### src/rtl/per_defs.svh
`ifndef PER_DEFS_SVH
`define PER_DEFS_SVH

// ------------------------------------------------------------
// register byte offsets
// ------------------------------------------------------------
`define PER_OFS_ASSIGN_BASE 8'h00
`define PER_OFS_LATCH 8'h20
`define PER_OFS_MASK 8'h24
`define PER_OFS_IRQ_STAT 8'h28
`define PER_OFS_IRQ_MASK 8'h2C

// ------------------------------------------------------------
// field layout
// ------------------------------------------------------------
`define PER_NUM_SRC 64
`define PER_NUM_ASSIGN 8
`define PER_FIELD_W 4
`define PER_NUM_LVL 7
`define PER_LVL_BASE 4'h7
`define PER_EVT_W 16
`define PER_IRQ_W 2
`define PER_IRQ_PRIV 0
`define PER_IRQ_LOCKED 1

// ------------------------------------------------------------
// reset values (field value = level minus seven)
// ------------------------------------------------------------
`define PER_ASSIGN_RST0 32'h00000000
`define PER_ASSIGN_RST1 32'h11111000
`define PER_ASSIGN_RST2 32'h21111111
`define PER_ASSIGN_RST3 32'h22222222
`define PER_ASSIGN_RST4 32'h33333222
`define PER_ASSIGN_RST5 32'h43333333
`define PER_ASSIGN_RST6 32'h21144444
`define PER_ASSIGN_RST7 32'h00006552
`define PER_LATCH_RST 16'h0000
`define PER_MASK_RST 16'h0000
`define PER_IRQ_RST 2'h0

`endif

### src/rtl/per_pkg.sv
`include "per_defs.svh"

package per_pkg;
	// ------------------------------------------------------------
	// shared types
	// ------------------------------------------------------------
	typedef logic [`PER_NUM_SRC-1:0] per_src_t; // one bit per peripheral source
	typedef logic [`PER_NUM_LVL-1:0] per_lvl_t; // one bit per routed level
	typedef logic [`PER_EVT_W-1:0] per_evt_t; // one bit per core event class
	typedef logic [`PER_NUM_ASSIGN-1:0][31:0] per_assign_t; // assignment bank

	// router state
	typedef struct packed {
		per_lvl_t lvl_req; // registered per-level requests
	} per_route_s;

	// core event controller state
	typedef struct packed {
		per_assign_t assign_regs; // source assignment bank
		per_evt_t latch; // pending events
		per_evt_t mask; // enabled events
		logic [`PER_IRQ_W-1:0] irq_stat; // sticky fault flags
		logic [`PER_IRQ_W-1:0] irq_mask; // fault flag enables
		logic [31:0] rdata; // read data stage
	} per_core_s;
endpackage : per_pkg

### src/rtl/per_level_router.sv
`timescale 1ns/1ps
`include "per_defs.svh"

// maps each source whose field is below seven onto one routed level and ORs sources sharing a level
module per_level_router #(
	parameter int NUM_SRC = `PER_NUM_SRC,
	parameter int NUM_LVL = `PER_NUM_LVL,
	parameter int FIELD_W = `PER_FIELD_W
) (
	input wire logic ref_clk_i,
	input wire logic reset_n_i,
	input wire per_pkg::per_src_t src_i,
	input wire per_pkg::per_assign_t assign_i,
	output per_pkg::per_lvl_t lvl_req_o
);
	import per_pkg::*;

	per_route_s st; // registered state
	per_route_s next_st; // next state

	// ------------------------------------------------------------
	// decode each field and merge
	// ------------------------------------------------------------
	always_comb begin
		logic [FIELD_W-1:0] fld;
		fld = '0;
		next_st.lvl_req = '0;
		for (int s = 0; s < NUM_SRC; s++) begin
			// eight fields per 32-bit assignment word
			fld = assign_i[s / 8][(s % 8) * FIELD_W +: FIELD_W];
			for (int l = 0; l < NUM_LVL; l++) begin
				// shared levels are a plain OR of their sources
				if (src_i[s] && (fld == FIELD_W'(l))) begin
					next_st.lvl_req[l] = 1'b1;
				end
			end
		end
	end

	// ------------------------------------------------------------
	// register stage keeps the long OR tree off the latch path
	// ------------------------------------------------------------
	always_ff @(posedge ref_clk_i) begin
		if (!reset_n_i) begin
			st <= '0;
		end else begin
			st <= next_st;
		end
	end

	assign lvl_req_o = st.lvl_req;
endmodule : per_level_router

### src/rtl/per_event_router.sv
`timescale 1ns/1ps
`include "per_defs.svh"

// How it works
// - sources routed by rewritable eight-register assignment bank
// - errors, wakeup, spares default to level seven
// - first dma channels 0-11 default level eight
// - second dma channels 0-11 default level nine
// - memory streams default eight or nine by controller
// - timers level ten, flag interrupts level eleven
// - inter-memory streams twelve, watchdog level thirteen
// - two sixteen-bit registers, one bit per class
// - latch sets on capture, clears on acceptance
// - latch writes cancel selected pending bits
// - latch access supervisor only, masked bits only
// - mask bit one services, zero blocks event
// - supervisor and user mode told apart
module per_event_router (
	input wire logic ref_clk_i,
	input wire logic reset_n_i,
	input wire per_pkg::per_src_t periph_src_i,
	input wire per_pkg::per_evt_t core_evt_i,
	input wire per_pkg::per_evt_t evt_accept_i,
	input wire logic supervisor_i,
	input wire logic [7:0] addr_i,
	input wire logic [31:0] wdata_i,
	input wire logic wr_i,
	input wire logic rd_i,
	output logic [31:0] rdata_o,
	output per_pkg::per_evt_t evt_req_o,
	output logic irq_o
);
	import per_pkg::*;

	// ------------------------------------------------------------
	// state and decode
	// ------------------------------------------------------------
	per_core_s st; // registered state
	per_core_s next_st; // next state
	per_lvl_t lvl_req; // routed level requests
	per_evt_t lat_set; // all captures this cycle
	per_evt_t cancel; // bits a legal latch write clears
	logic sel_assign; // address hits the assignment bank
	logic [2:0] assign_idx; // which assignment word
	logic aligned; // word aligned access

	// reset image of the assignment bank
	localparam per_assign_t ASSIGN_RST = {`PER_ASSIGN_RST7, `PER_ASSIGN_RST6,
		`PER_ASSIGN_RST5, `PER_ASSIGN_RST4, `PER_ASSIGN_RST3,
		`PER_ASSIGN_RST2, `PER_ASSIGN_RST1, `PER_ASSIGN_RST0};

	// ------------------------------------------------------------
	// system-level routing
	// ------------------------------------------------------------
	per_level_router #(
		.NUM_SRC(`PER_NUM_SRC),
		.NUM_LVL(`PER_NUM_LVL),
		.FIELD_W(`PER_FIELD_W)
	) u_route (
		.ref_clk_i(ref_clk_i),
		.reset_n_i(reset_n_i),
		.src_i(periph_src_i),
		.assign_i(st.assign_regs),
		.lvl_req_o(lvl_req)
	);

	// routed levels land on latch bits seven to thirteen
	always_comb begin
		lat_set = core_evt_i;
		lat_set[`PER_LVL_BASE +: `PER_NUM_LVL] = core_evt_i[`PER_LVL_BASE +: `PER_NUM_LVL]
			| lvl_req;
	end

	// address decode; only whole-word offsets are mapped
	assign aligned = (addr_i[1:0] == 2'h0);
	assign sel_assign = aligned && (addr_i[7:5] == 3'h0);
	assign assign_idx = addr_i[4:2];

	// only supervisor writes cancel, and only where the mask is clear
	assign cancel = (wr_i && supervisor_i && addr_i == `PER_OFS_LATCH)
		? (wdata_i[15:0] & ~st.mask) : '0;

	// ------------------------------------------------------------
	// next-state logic
	// ------------------------------------------------------------
	always_comb begin
		next_st = st;
		next_st.rdata = 32'h00000000;
		// acceptance and cancel clear, capture sets; capture wins
		next_st.latch = (st.latch & ~evt_accept_i & ~cancel) | lat_set;
		// sticky faults: set wins over the write-one clear; user writes clear nothing
		if (wr_i && supervisor_i && addr_i == `PER_OFS_IRQ_STAT) begin
			next_st.irq_stat = st.irq_stat & ~wdata_i[`PER_IRQ_W-1:0];
		end
		// writes
		if (wr_i) begin
			if (!supervisor_i) begin
				// user mode may touch nothing here
				next_st.irq_stat[`PER_IRQ_PRIV] = 1'b1;
			end else if (sel_assign) begin
				next_st.assign_regs[assign_idx] = wdata_i;
			end else if (addr_i == `PER_OFS_LATCH) begin
				// bits under a set mask stay; report the attempt
				if ((wdata_i[15:0] & st.mask) != '0) begin
					next_st.irq_stat[`PER_IRQ_LOCKED] = 1'b1;
				end
			end else if (addr_i == `PER_OFS_MASK) begin
				next_st.mask = wdata_i[15:0];
			end else if (addr_i == `PER_OFS_IRQ_MASK) begin
				next_st.irq_mask = wdata_i[`PER_IRQ_W-1:0];
			end
		end
		// reads; unmapped reads and user reads of the latch give zero
		if (rd_i) begin
			if (sel_assign) begin
				next_st.rdata = st.assign_regs[assign_idx];
			end else if (addr_i == `PER_OFS_LATCH) begin
				if (supervisor_i) begin
					next_st.rdata = {16'h0000, st.latch};
				end else begin
					next_st.irq_stat[`PER_IRQ_PRIV] = 1'b1;
				end
			end else if (addr_i == `PER_OFS_MASK) begin
				next_st.rdata = {16'h0000, st.mask};
			end else if (addr_i == `PER_OFS_IRQ_STAT) begin
				next_st.rdata = {30'h00000000, st.irq_stat};
			end else if (addr_i == `PER_OFS_IRQ_MASK) begin
				next_st.rdata = {30'h00000000, st.irq_mask};
			end
		end
	end

	// ------------------------------------------------------------
	// state register
	// ------------------------------------------------------------
	always_ff @(posedge ref_clk_i) begin
		if (!reset_n_i) begin
			// bank wakes with the default routing, so events flow before setup
			st.assign_regs <= ASSIGN_RST;
			st.latch <= `PER_LATCH_RST;
			st.mask <= `PER_MASK_RST;
			st.irq_stat <= `PER_IRQ_RST;
			st.irq_mask <= `PER_IRQ_RST;
			st.rdata <= 32'h00000000;
		end else begin
			st <= next_st;
		end
	end

	// ------------------------------------------------------------
	// outputs
	// ------------------------------------------------------------
	// read data come from a flop, so the bus sees one clean word
	assign rdata_o = st.rdata;
	// combinational handshake toward the core
	assign evt_req_o = st.latch & st.mask;
	assign irq_o = |(st.irq_stat & st.irq_mask);

	// ------------------------------------------------------------
	// checks
	// ------------------------------------------------------------
	property p_route_capture;
		@(posedge ref_clk_i) disable iff (!reset_n_i)
		(lvl_req != '0) |=> ((st.latch[`PER_LVL_BASE +: `PER_NUM_LVL] & $past(lvl_req))
			== $past(lvl_req));
	endproperty
	a_route_capture: assert property (p_route_capture)
		else $error("routed level request not latched");

	property p_accept_clear;
		@(posedge ref_clk_i) disable iff (!reset_n_i)
		(evt_accept_i != '0) |=> ((st.latch & $past(evt_accept_i) & ~$past(lat_set)) == '0);
	endproperty
	a_accept_clear: assert property (p_accept_clear)
		else $error("accepted event still latched");

	property p_set_wins;
		@(posedge ref_clk_i) disable iff (!reset_n_i)
		(wr_i && addr_i == `PER_OFS_LATCH) |=> ((st.latch & $past(lat_set)) == $past(lat_set));
	endproperty
	a_set_wins: assert property (p_set_wins)
		else $error("capture lost against latch write");

	property p_masked_kept;
		@(posedge ref_clk_i) disable iff (!reset_n_i)
		(wr_i && addr_i == `PER_OFS_LATCH) |=> ((st.latch & $past(st.mask))
			== (($past(st.latch) & ~$past(evt_accept_i) | $past(lat_set)) & $past(st.mask)));
	endproperty
	a_masked_kept: assert property (p_masked_kept)
		else $error("latch write changed an unmasked-protected bit");

	property p_user_no_cancel;
		@(posedge ref_clk_i) disable iff (!reset_n_i)
		(wr_i && !supervisor_i) |=> (st.latch
			== (($past(st.latch) & ~$past(evt_accept_i)) | $past(lat_set)));
	endproperty
	a_user_no_cancel: assert property (p_user_no_cancel)
		else $error("user write altered latch");

	// the core request is a pure function of latch and mask
	property p_req_gated;
		@(posedge ref_clk_i) disable iff (!reset_n_i)
		((evt_req_o & ~st.mask) == '0) && ((evt_req_o & ~st.latch) == '0)
			&& ((evt_req_o | ~(st.latch & st.mask)) == '1);
	endproperty
	a_req_gated: assert property (p_req_gated)
		else $error("core request disagrees with latch and mask");

	property p_reset_defaults;
		@(posedge ref_clk_i) disable iff (!reset_n_i)
		!$past(reset_n_i) |-> (st.assign_regs == ASSIGN_RST) && (st.latch == (lat_set & 16'h0000));
	endproperty
	a_reset_defaults: assert property (p_reset_defaults)
		else $error("assignment bank not at reset defaults");

	property p_assign_write;
		@(posedge ref_clk_i) disable iff (!reset_n_i)
		(wr_i && supervisor_i && sel_assign) |=> (st.assign_regs[$past(assign_idx)]
			== $past(wdata_i));
	endproperty
	a_assign_write: assert property (p_assign_write)
		else $error("assignment write not stored");

	property p_latch_read;
		@(posedge ref_clk_i) disable iff (!reset_n_i)
		(rd_i && addr_i == `PER_OFS_LATCH) |=> (rdata_o
			== ($past(supervisor_i) ? {16'h0000, $past(st.latch)} : 32'h00000000));
	endproperty
	a_latch_read: assert property (p_latch_read)
		else $error("latch read data wrong");

	property p_user_fault;
		@(posedge ref_clk_i) disable iff (!reset_n_i)
		(wr_i && !supervisor_i) |=> st.irq_stat[`PER_IRQ_PRIV] ##1 1'b1;
	endproperty
	a_user_fault: assert property (p_user_fault)
		else $error("user write did not flag fault");

	// ------------------------------------------------------------
	// register bus, privilege and core capture checks
	// ------------------------------------------------------------
	// each write check looks one cycle on, where the write has landed
	property p_mask_write;
		@(posedge ref_clk_i) disable iff (!reset_n_i)
		(wr_i && supervisor_i && addr_i == `PER_OFS_MASK) |=> (st.mask == $past(wdata_i[15:0]));
	endproperty
	a_mask_write: assert property (p_mask_write)
		else $error("mask write not stored");

	property p_cancel_clear;
		@(posedge ref_clk_i) disable iff (!reset_n_i)
		(wr_i && supervisor_i && addr_i == `PER_OFS_LATCH) |=> ((st.latch
			& $past(wdata_i[15:0]) & ~$past(st.mask) & ~$past(lat_set)) == '0);
	endproperty
	a_cancel_clear: assert property (p_cancel_clear)
		else $error("cancelled event still latched");

	property p_locked_flag;
		@(posedge ref_clk_i) disable iff (!reset_n_i)
		(wr_i && supervisor_i && addr_i == `PER_OFS_LATCH && (wdata_i[15:0] & st.mask) != '0)
			|=> st.irq_stat[`PER_IRQ_LOCKED];
	endproperty
	a_locked_flag: assert property (p_locked_flag)
		else $error("refused cancel not reported");

	property p_core_capture;
		@(posedge ref_clk_i) disable iff (!reset_n_i)
		(core_evt_i != '0) |=> ((st.latch & $past(core_evt_i)) == $past(core_evt_i));
	endproperty
	a_core_capture: assert property (p_core_capture)
		else $error("core event not latched");

	property p_user_ignored;
		@(posedge ref_clk_i) disable iff (!reset_n_i)
		(wr_i && !supervisor_i) |=> (st.mask == $past(st.mask))
			&& (st.assign_regs == $past(st.assign_regs)) && (st.irq_mask == $past(st.irq_mask));
	endproperty
	a_user_ignored: assert property (p_user_ignored)
		else $error("user write changed a register");

	property p_user_read_fault;
		@(posedge ref_clk_i) disable iff (!reset_n_i)
		(rd_i && !supervisor_i && addr_i == `PER_OFS_LATCH) |=> st.irq_stat[`PER_IRQ_PRIV];
	endproperty
	a_user_read_fault: assert property (p_user_read_fault)
		else $error("user latch read did not flag fault");

	// read data stand one cycle only; a stale word would mislead the next poll
	property p_rdata_idle;
		@(posedge ref_clk_i) disable iff (!reset_n_i)
		!rd_i |=> (rdata_o == 32'h00000000);
	endproperty
	a_rdata_idle: assert property (p_rdata_idle)
		else $error("read data outside the answer cycle");

	// fault flags only fall under a supervisor write-one clear
	property p_stat_sticky;
		@(posedge ref_clk_i) disable iff (!reset_n_i)
		!(wr_i && supervisor_i && addr_i == `PER_OFS_IRQ_STAT)
			|=> ((st.irq_stat & $past(st.irq_stat)) == $past(st.irq_stat));
	endproperty
	a_stat_sticky: assert property (p_stat_sticky)
		else $error("fault flag dropped without a clear");
endmodule : per_event_router

### config.mk
export PLATFORM = sky130hd
export DESIGN_NAME = per_event_router
export DESIGN_NICKNAME = d
export VERILOG_FILES = /design/src/rtl/per_pkg.sv /design/src/rtl/per_level_router.sv /design/src/rtl/per_event_router.sv
export VERILOG_INCLUDE_DIRS = /design/src /design/src/rtl
export SDC_FILE = /design/constraint.sdc
export NUM_CORES = 1
export LEC_CHECK = 0
export BUFFER_PORTS_ARGS = -buffer_cell sky130_fd_sc_hd__buf_2
export CORE_MARGIN = 3
export CORE_UTILIZATION = 35
export CTS_CLUSTER_DIAMETER = 200
export DETAILED_ROUTE_END_ITERATION = 8
export GPL_ROUTABILITY_DRIVEN = 1
export PLACE_DENSITY = 0.52
export SYNTH_ARGS = -nofsm -noshare
export SYNTH_HDL_FRONTEND = slang
export SYNTH_SLANG_ARGS = --single-unit
### constraint.sdc
create_clock -name ref_clk_i -period 4 [get_ports ref_clk_i]
set_clock_uncertainty 0.1 [all_clocks]
set_input_delay 0.2 -clock ref_clk_i [delete_from_list [all_inputs] [get_ports ref_clk_i]]
set_output_delay 0.2 -clock ref_clk_i [all_outputs]
set_load 0.03 [all_outputs]
# Yosys cells after proc, flatten, opt, wreduce, memory -nomap -nowiden
# Cells that the tools add are included.
[totals] reg_bits=331 wordCells=1421
[classes] reduce_logical=525 n_bitwise=16 n_eq_ne=388 mux=476 n_lt_le_gt_ge=2
[ops] op="== test 4 x 3 -> 1 bit, second input constant" n=192
[ops] op="== test 4 x 2 -> 1 bit, second input constant" n=128
[ops] op="2-to-1 mux 1 bit" n=457
[ops] op="logical AND 1 bit" n=453
[ops] op="bitwise mux 256 bit" n=1
[ops] op="== test 4 x 1 -> 1 bit, second input constant" n=64
[ops] op="logical NOT 4 bit" n=64
[ops] op="2-to-1 mux 32 bit" n=4
[ops] op="binary-select mux 32 bit (select 3 bit)" n=1
[ops] op="demux 32 bit (select 3 bit)" n=1
[ops] op="AND 16 bit" n=5
[ops] op="2-to-1 mux 16 bit" n=3
[ops] op="NOT 16 bit" n=3
[ops] op="== test 8 x 6 -> 1 bit, second input constant" n=4
[ops] op="2-to-1 mux 2 bit" n=8
[ops] op="OR 16 bit" n=1
[ops] op="nonzero test 16 bit" n=1
[ops] op="OR 7 bit" n=1
[ops] op="AND reduction 6 bit" n=1
[ops] op="AND reduction 5 bit" n=1
[ops] op="AND 2 bit" n=2
[ops] op="< comparator 3 x 4 -> 1 bit, second input constant" n=1
[ops] op="2-to-1 mux 4 bit" n=1
[ops] op="greater-or-equal comparator 3 x 1 -> 1 bit, second input constant" n=1
[ops] op="other kinds (7)" n=9

# Depth between registers and ports, before layout
# Gate-level depths: netlist of run 1.
[depth] word_depth=66 ltp_mapped=8 depth_no_buf=5

# Cells and area by module
# From an unflattened synthesis of run 1, not the netlist that was laid out.
[unflattened] hier_cells=2144 hier_area_um2=18208.7
[by_module_without_submodules] module="per_event_router" area_each_um2=13709.4 cells_each=1460 seq_area_each_um2=6486.2 instances=1
[by_module_without_submodules] module="per_level_router" area_each_um2=4499.3 cells_each=684 seq_area_each_um2=140.1 instances=1

# Worst setup path before layout of run 1
# No wires, ideal clock.
[synth_timing] path_kind="in2reg" from="input addr_i[3]" to="register st (netlist bit rdata_o[8])" t_required_ns=3.772 cell_stages=7 t_arrival_ns=2.098 slack_ns=1.674 setup_ns=0.128 path_buffers=3 cell_sequence="clkbuf_1 clkbuf_1 buf_1 mux4_2 mux2_2 a222oi_1 nor2_1"
[synth_via] elab_chain_cells=4 elab_cells_between_ends=7 cone_classes="eq/ne: 2; mux: 5"
[synth_lines] item="start: declaration" line="per_event_router.sv:25" text="input wire logic [7:0] addr_i,"
[synth_lines] item="== test 8 x 6 -> 1 bit (no source line)"
[synth_lines] item="2-to-1 mux 16 bit" line="per_event_router.sv:123" text="end else if (addr_i == `PER_OFS_MASK) begin"
[synth_lines] item="2-to-1 mux 32 bit" line="per_event_router.sv:117" text="end else if (addr_i == `PER_OFS_LATCH) begin"
[synth_lines] item="2-to-1 mux 32 bit *" line="per_event_router.sv:115" text="if (sel_assign) begin"
[synth_lines] item="end signal: assignment" line="per_event_router.sv:146" text="st <= next_st;"
[synth_lines] item="end: declaration" line="per_event_router.sv:38" text="per_core_s st;"
# Mark *: on every way between the ends. The rest lies on a longest branch, timed or not. The select of a mux whose other input is x is not followed.
# A chain may end at the register's enable or synchronous reset.

# Worst setup path after layout of run 1
[layout_timing] from="input addr_i[7]" to="register st[60] (netlist bit)"
[layout_via] elab_chain_cells=6
[layout_lines] item="== test 8 x 6 -> 1 bit (no source line)"
[layout_lines] item="logical AND 1 bit (no source line)"
[layout_lines] item="2-to-1 mux 16 bit" line="per_event_router.sv:80" text="assign cancel = (wr_i && supervisor_i && addr_i == `PER_OFS_LATCH)"
[layout_lines] item="NOT 16 bit" line="per_event_router.sv:90" text="next_st.latch = (st.latch & ~evt_accept_i & ~cancel) | lat_set;"
[layout_lines] item="AND 16 bit" line="per_event_router.sv:90"
[layout_lines] item="OR 16 bit" line="per_event_router.sv:90"
# Every way passes these cells.

==> flow_summary.yaml, run 1 <==
setup_path:
  startpoint_type: "primary input"
  r2r_end: "u_route.lvl_req_o[0]"
  crit_path_end_kind: "register"
  rr_startpoint: "st[146]"
  rrSetupSlack_ns: 1.29
  slowest_stage: "nor4_4"
  crit_arrival_ns: 3.13
  startpoint: "addr_i[7]"
  rr_worst_depth: 5
  worstPathMaxFanout: 17
  crit_type: "in -> reg"
  max_stage_delay_ns: 0.85
  path_cells: "buf_2 > or3_1 > or3_4 > nor4_4 > a311oi_1 > o31a_1 > dlygate4sd3_1"
  cp_data_required_time_ns: 4.37
flow_run:
  maxCapViolCount: 0
sta:
  worst_slack_ns: 1.24
  worstMarginPinSlew_ns: 1.19
  final_hold_viol_count: 0
  finalHoldWorstSlack_ns: 0.0400
  min_period_ns: 2.76
  fmaxAchievable_ghz: 0.362
  maxSlewViolCount: 0
  final.period_utilization: 0.690
  setup_viol: 0
  relSlewSlack: 0.200
  finalSetupTns_ns: 0
  rsz0062_at_grt: "false"
die:
  coreArea_um2: 53000
  die_width_um: 238
  start_util: 0.357
  die-area_um2: 56800
  fp-row-count: 84
  die_height_um: 238
  pin_count: 190
layout:
  finalNetCount: 2588
  final_core_util: 0.420
  areaGrowthSynthToFinish_pct: 17.7
  num-fill-cells: 5372
  most-common-layout-cells: "nand2_1, dfxtp_1, a21boi_0"
  multi_input_area_um2: 11200
  regArea_um2: 6630
  layout_commonest_cell: "nand2_1"
  drive_gt1_frac: 0.188
power_and_ir_drop:
  ir_worst_vdd_uv: 275
  p_leak_uw: 0.00798
  p_per_area_nw_per_um2: 358
clock_network:
  clkTransAtPathRegs_ns: 0.06
  worstSkewPairLatency_ns: 0.58
  clock_path_buffers: 3
  hold_buffers: 67
  htreeDepth: 2
  root_buffer: "clkbuf_16"
  clock-sinks: 331
  cts_resized: 0
  cts_tree: "done"
  cts_buffers: 40
  cts_setup_buffers: 0
global_routing:
  antenna_found_initial: 12
  grt_max_degree: 121
  grt_pass1_vias: 19000
  overflow: 0
  grt_usage: 0.391
  grt_pass1_wl_mm: 155
place:
  globalplace.congestion: 1.09
  place_ws_ns: 1.24
  port_buffers: 189
  dpl.hpwl_mm: 88.4
min_path:
  holdCritPathClass: "in -> reg"
  holdPathEnd: "st[35]"
  hold_start: "addr_i[6]"
  hold-path-cell-count: 6
logic_synthesis:
  synthArstFlopShare: 0
  synth_area_leader_cell: "dfxtp_1"
  synth.ff_latch_count: 331
  synthTopCellsByArea: "dfxtp_1, nand2_1, mux4_2, a21boi_0, o22ai_1"
  yosysTopAreaCellShare: 0.351
  syn_inst: 2296
  syn_nets: 2437
  synth_cell_type_count: 49
  ys_warn_count: 0
  synth_edf_count: 0
  yosysSeqAreaShare: 0.351
  synth_top_flop_cell: "dfxtp_1"
  avgSynthCellArea_um2: 8.23
  syn_area_um2: 18900
detailed_routing:
  post_drt_wl_per_cell_um: 35.9
  ant_nets: 0
  viasPerCell: 6.42
  wl_mm: 114
  drc_errors: 0
  drt_iter0_markers: 2810
  dr_total_vias: 20300
  dr.pass1.iters: 6
outcome:
  status: "finished, final reports clean"
-- per-layer routing --
| layer | routed length [µm] | vias to the layer above | track usage |
|---|---|---|---|
| li1 | - | 8555 | - |
| met1 | 49600 | 10200 | 0.566 |
| met2 | 47700 | 1328 | 0.574 |
| met3 | 12200 | 219 | 0.0877 |
| met4 | 4220 | 6 | 0.128 |
| met5 | 44 | - | 0 |
-- layout make-up --
type	instances	area share
antenna	4	0.000450
clock buffer	47	0.0481
clock inverter	25	0.0150
inverter	41	0.00692
multi-input combinational	1739	0.504
sequential	331	0.298
tap	688	0.0387
timing repair buffer	294	0.0889
-- where the power goes --
| part | total, µW | leakage (µW) | switching (µW) | internal, µW |
|---|---|---|---|---|
| registers | 3330 | 0.00268 | 16.2 | 3310 |
| logic | 699 | 0.00463 | 430 | 269 |
| clock network | 3920 | 0.000680 | 1600 | 2320 |
| total | 7950 | 0.00798 | 2050 | 5910 |
-- synth_stat cells (25+ instances only) --
cell / n
nand2_1: 583
dfxtp_1: 331
a21boi_0: 187
o22ai_1: 146
nand2b_1: 118
clkbuf_1: 99
nand3_1: 68
mux4_2: 64
nand3b_1: 64
nor2_1: 64
or3b_2: 62
nor3_1: 58
nor4_1: 57
buf_4: 48
o32ai_1: 46
inv_1: 41
mux2i_1: 36
buf_2: 31
or2_2: 25
-- state kept, by name (all words and copies together), names as in the netlist --
name,cells
st,292
u_route.lvl_req_o,7
rdata_o,32
-- how the worst max path moves through the flow --
stage,end,slack (ns),cells after the start
5_1_grt,st[59],1.13,7
3_3_place_gp,st[62],1.33,6
3_5_place_dp,st[103],1.24,7
6_report,st[60],1.24,7
4_1_cts,st[62],1.33,7
2_1_floorplan,rdata_o[8],1.67,7
-- worst max-delay path: cells and delay by family --
kind                   cells  cell delay [ns]
AND/OR/NAND/NOR            3             1.76
AO/OA/AOI/OAI              2             0.50
buffers and inverters      2             0.65
-- through the flow --
stage,total power (µW),instance area [µm²],cells
after global routing,8130,22200,3165
final,7950,22200,3169
after floorplan,3730,18900,2296
after CTS,7960,22200,3165
after global placement,4020,20200,3026
after detailed placement,4020,20200,3026
-- cell families after synthesis --
family,count (synthesis),synth area share
simple gates,1164,0.307
compound gates,459,0.181
flops,331,0.351
buf+inv,226,0.0569
mux,116,0.105
Power figures use the tool's default switching activity.
==> inputs of run 2 (changes only) <==
==> constraint.sdc (replaced) <==
create_clock -name ref_clk_i -period 2.6 [get_ports ref_clk_i]
set_clock_uncertainty 0.1 [all_clocks]
set_input_delay 0.13 -clock ref_clk_i [delete_from_list [all_inputs] [get_ports ref_clk_i]]
set_output_delay 0.13 -clock ref_clk_i [all_outputs]
set_load 0.03 [all_outputs]
==> run 2 against run 1 <==
  * Worst hold slack worse by 0.017 ns
  * Power increased by 51%
  * Largest power group unchanged
  * Die area unchanged
  * Largest cell class unchanged
  * Critical path type is now reg -> reg
  * Routed wire length rose by 5.2%
  * Critical endpoint is now u_route.lvl_req_o[1]
  * Design area grew 4.3%
  * Critical path depth increased by 1
  * Clock power rose by 47%
  * Combinational power grew 60%
==> flow_summary.yaml, run 2 (synthesis gave the netlist of run 1 again) <==
detailed_routing:
  viasPerCell: 6.43
  dr_total_vias: 21200
  drc_errors: 0
  drt_iter0_markers: 3525
  ant_nets: 0
  wl_mm: 120
  post_drt_wl_per_cell_um: 36.3
  dr.pass1.iters: 8
sta:
  min_period_ns: 2.48
  relSlewSlack: 0.283
  setup_viol: 0
  final.period_utilization: 0.955
  maxSlewViolCount: 0
  worstMarginPinSlew_ns: 1.06
  final_hold_viol_count: 0
  rsz0062_at_grt: "false"
  finalHoldWorstSlack_ns: 0.0228
  fmaxAchievable_ghz: 0.403
die:
  die-area_um2: 56800
  die_height_um: 238
  start_util: 0.357
  coreArea_um2: 53000
  pin_count: 190
  die_width_um: 238
  fp-row-count: 84
clock_network:
  worstSkewPairLatency_ns: 0.58
  cts_tree: "done"
  cts_buffers: 42
  clock_path_buffers: 3
  cts_setup_buffers: 0
  clock-sinks: 331
  root_buffer: "clkbuf_16"
  clkTransAtPathRegs_ns: 0.06
  htreeDepth: 2
power_and_ir_drop:
  p_per_area_nw_per_um2: 518
  power_uw: 12000
  p_leak_uw: 0.00860
  ir_worst_vdd_uv: 421
flow_run:
  maxCapViolCount: 0
layout:
  multi_input_area_um2: 11200
  design_area_um2: 23200
  areaGrowthSynthToFinish_pct: 22.7
  layout_commonest_cell: "nand2_1"
  num-fill-cells: 5399
  drive_gt1_frac: 0.227
  regArea_um2: 6630
  most-common-layout-cells: "nand2_1, dfxtp_1, a21boi_0"
  largest_reg_flops: 292
  top_register: "st"
  finalNetCount: 2724
setup_path:
  cp.buffers_inverters: 3
  startpoint_type: "register"
  critPathTopFamily: "simple AND/OR/NAND/NOR gates"
  max_stage_delay_ns: 0.49
  slowest_stage: "nor4_2"
  crit_arrival_ns: 2.83
  cpMostUsedCell: "buf_4"
  crit_path_end_kind: "register"
  path_cells: "buf_4 > nand2b_1 > o22ai_1 > nor4_2 > buf_4 > nand4_1 > buf_4 > o21a_1"
  cp_data_required_time_ns: 2.95
  worstPathMaxFanout: 6
  crit_type: "reg -> reg"
  rrSetupSlack_ns: 0.12
place:
  dpl.hpwl_mm: 94.2
  placed_area_um2: 21200
  port_buffers: 189
  globalplace.congestion: 1.11
global_routing:
  grt_pass1_vias: 19800
  grt_max_degree: 96
  grt_usage: 0.409
  overflow: 0
  grt_pass1_wl_mm: 162
  antenna_found_initial: 7
min_path:
  holdCritPathClass: "in -> reg"
outcome:
  status: "finished, final reports clean"
[run 2: changes by cell type in the layout (fill, tap and decap cells not counted), sizes merged]
cell         previous run  this run
clkinvlp                4         2
clkbuf                 47        65
diode                   4         1
clkinv                 13         4
buf                   227       360
bufinv                  6         0
dlygate4sd3            67        68
[run 2: final timing paths]
check                  from                    to  cells after the start
hold / removal    addr_i[4]                st[35]                      6
setup reg to reg    st[300]  u_route.lvl_req_o[1]                      8
setup / recovery    st[300]  u_route.lvl_req_o[1]                      8
hold reg to reg     st[263]               st[263]                      2
[run 2: final cells by class]
cell class | count | share of cell area
antenna | 1 | 0.000108
clock buffer | 65 | 0.0543
clock inverter | 8 | 0.00259
inverter | 41 | 0.00664
multi-input combinational | 1739 | 0.484
sequential | 331 | 0.286
tap | 688 | 0.0371
timing repair buffer | 428 | 0.130
[run 2: layer usage]
layer,vias up,wire [µm],GRT usage
met5,-,35,0
met1,10700,51400,0.587
met3,234,13200,0.0974
li1,8812,-,-
met2,1438,50400,0.600
met4,6,4590,0.139
[run 2: timing repair]
item | CTS | global route
resized for setup | 0 | 1
endpoints found under the setup margin | 0 | 1
endpoints found under the hold margin | 291 | 0
hold buffers | 68 | 0
[run 2: power breakdown]
part / internal [µW] / total [µW] / switching [µW] / leakage (µW)
combinational: 442 / 1120 / 675 / 0.00528
sequential: 5100 / 5130 / 27.9 / 0.00268
clock: 3320 / 5760 / 2440 / 0.000641
total: 8870 / 12000 / 3140 / 0.00860
[run 2: through the flow]
step / util / setup slack [ns] / instances / setup TNS (ns)
CTS: 0.438 / 0.0262 / 3300 / 0
global route: 0.438 / 0.149 / 3300 / 0
global placement: 0.400 / -0.114 / 3159 / -0.114
detailed placement: 0.400 / 0.0476 / 3159 / 0
finish: 0.438 / 0.117 / 3301 / 0
floorplan: - / 0.344 / 2296 / 0
[run 2: worst register-to-register path, cell delays in order, from the launching register on]
cell and delay [ns]:
dfxtp_1 0.40, buf_4 0.21, nand2b_1 0.28, o22ai_1 0.22, nor4_2 0.49, buf_4 0.21
nand4_1 0.06, buf_4 0.16, o21a_1 0.22
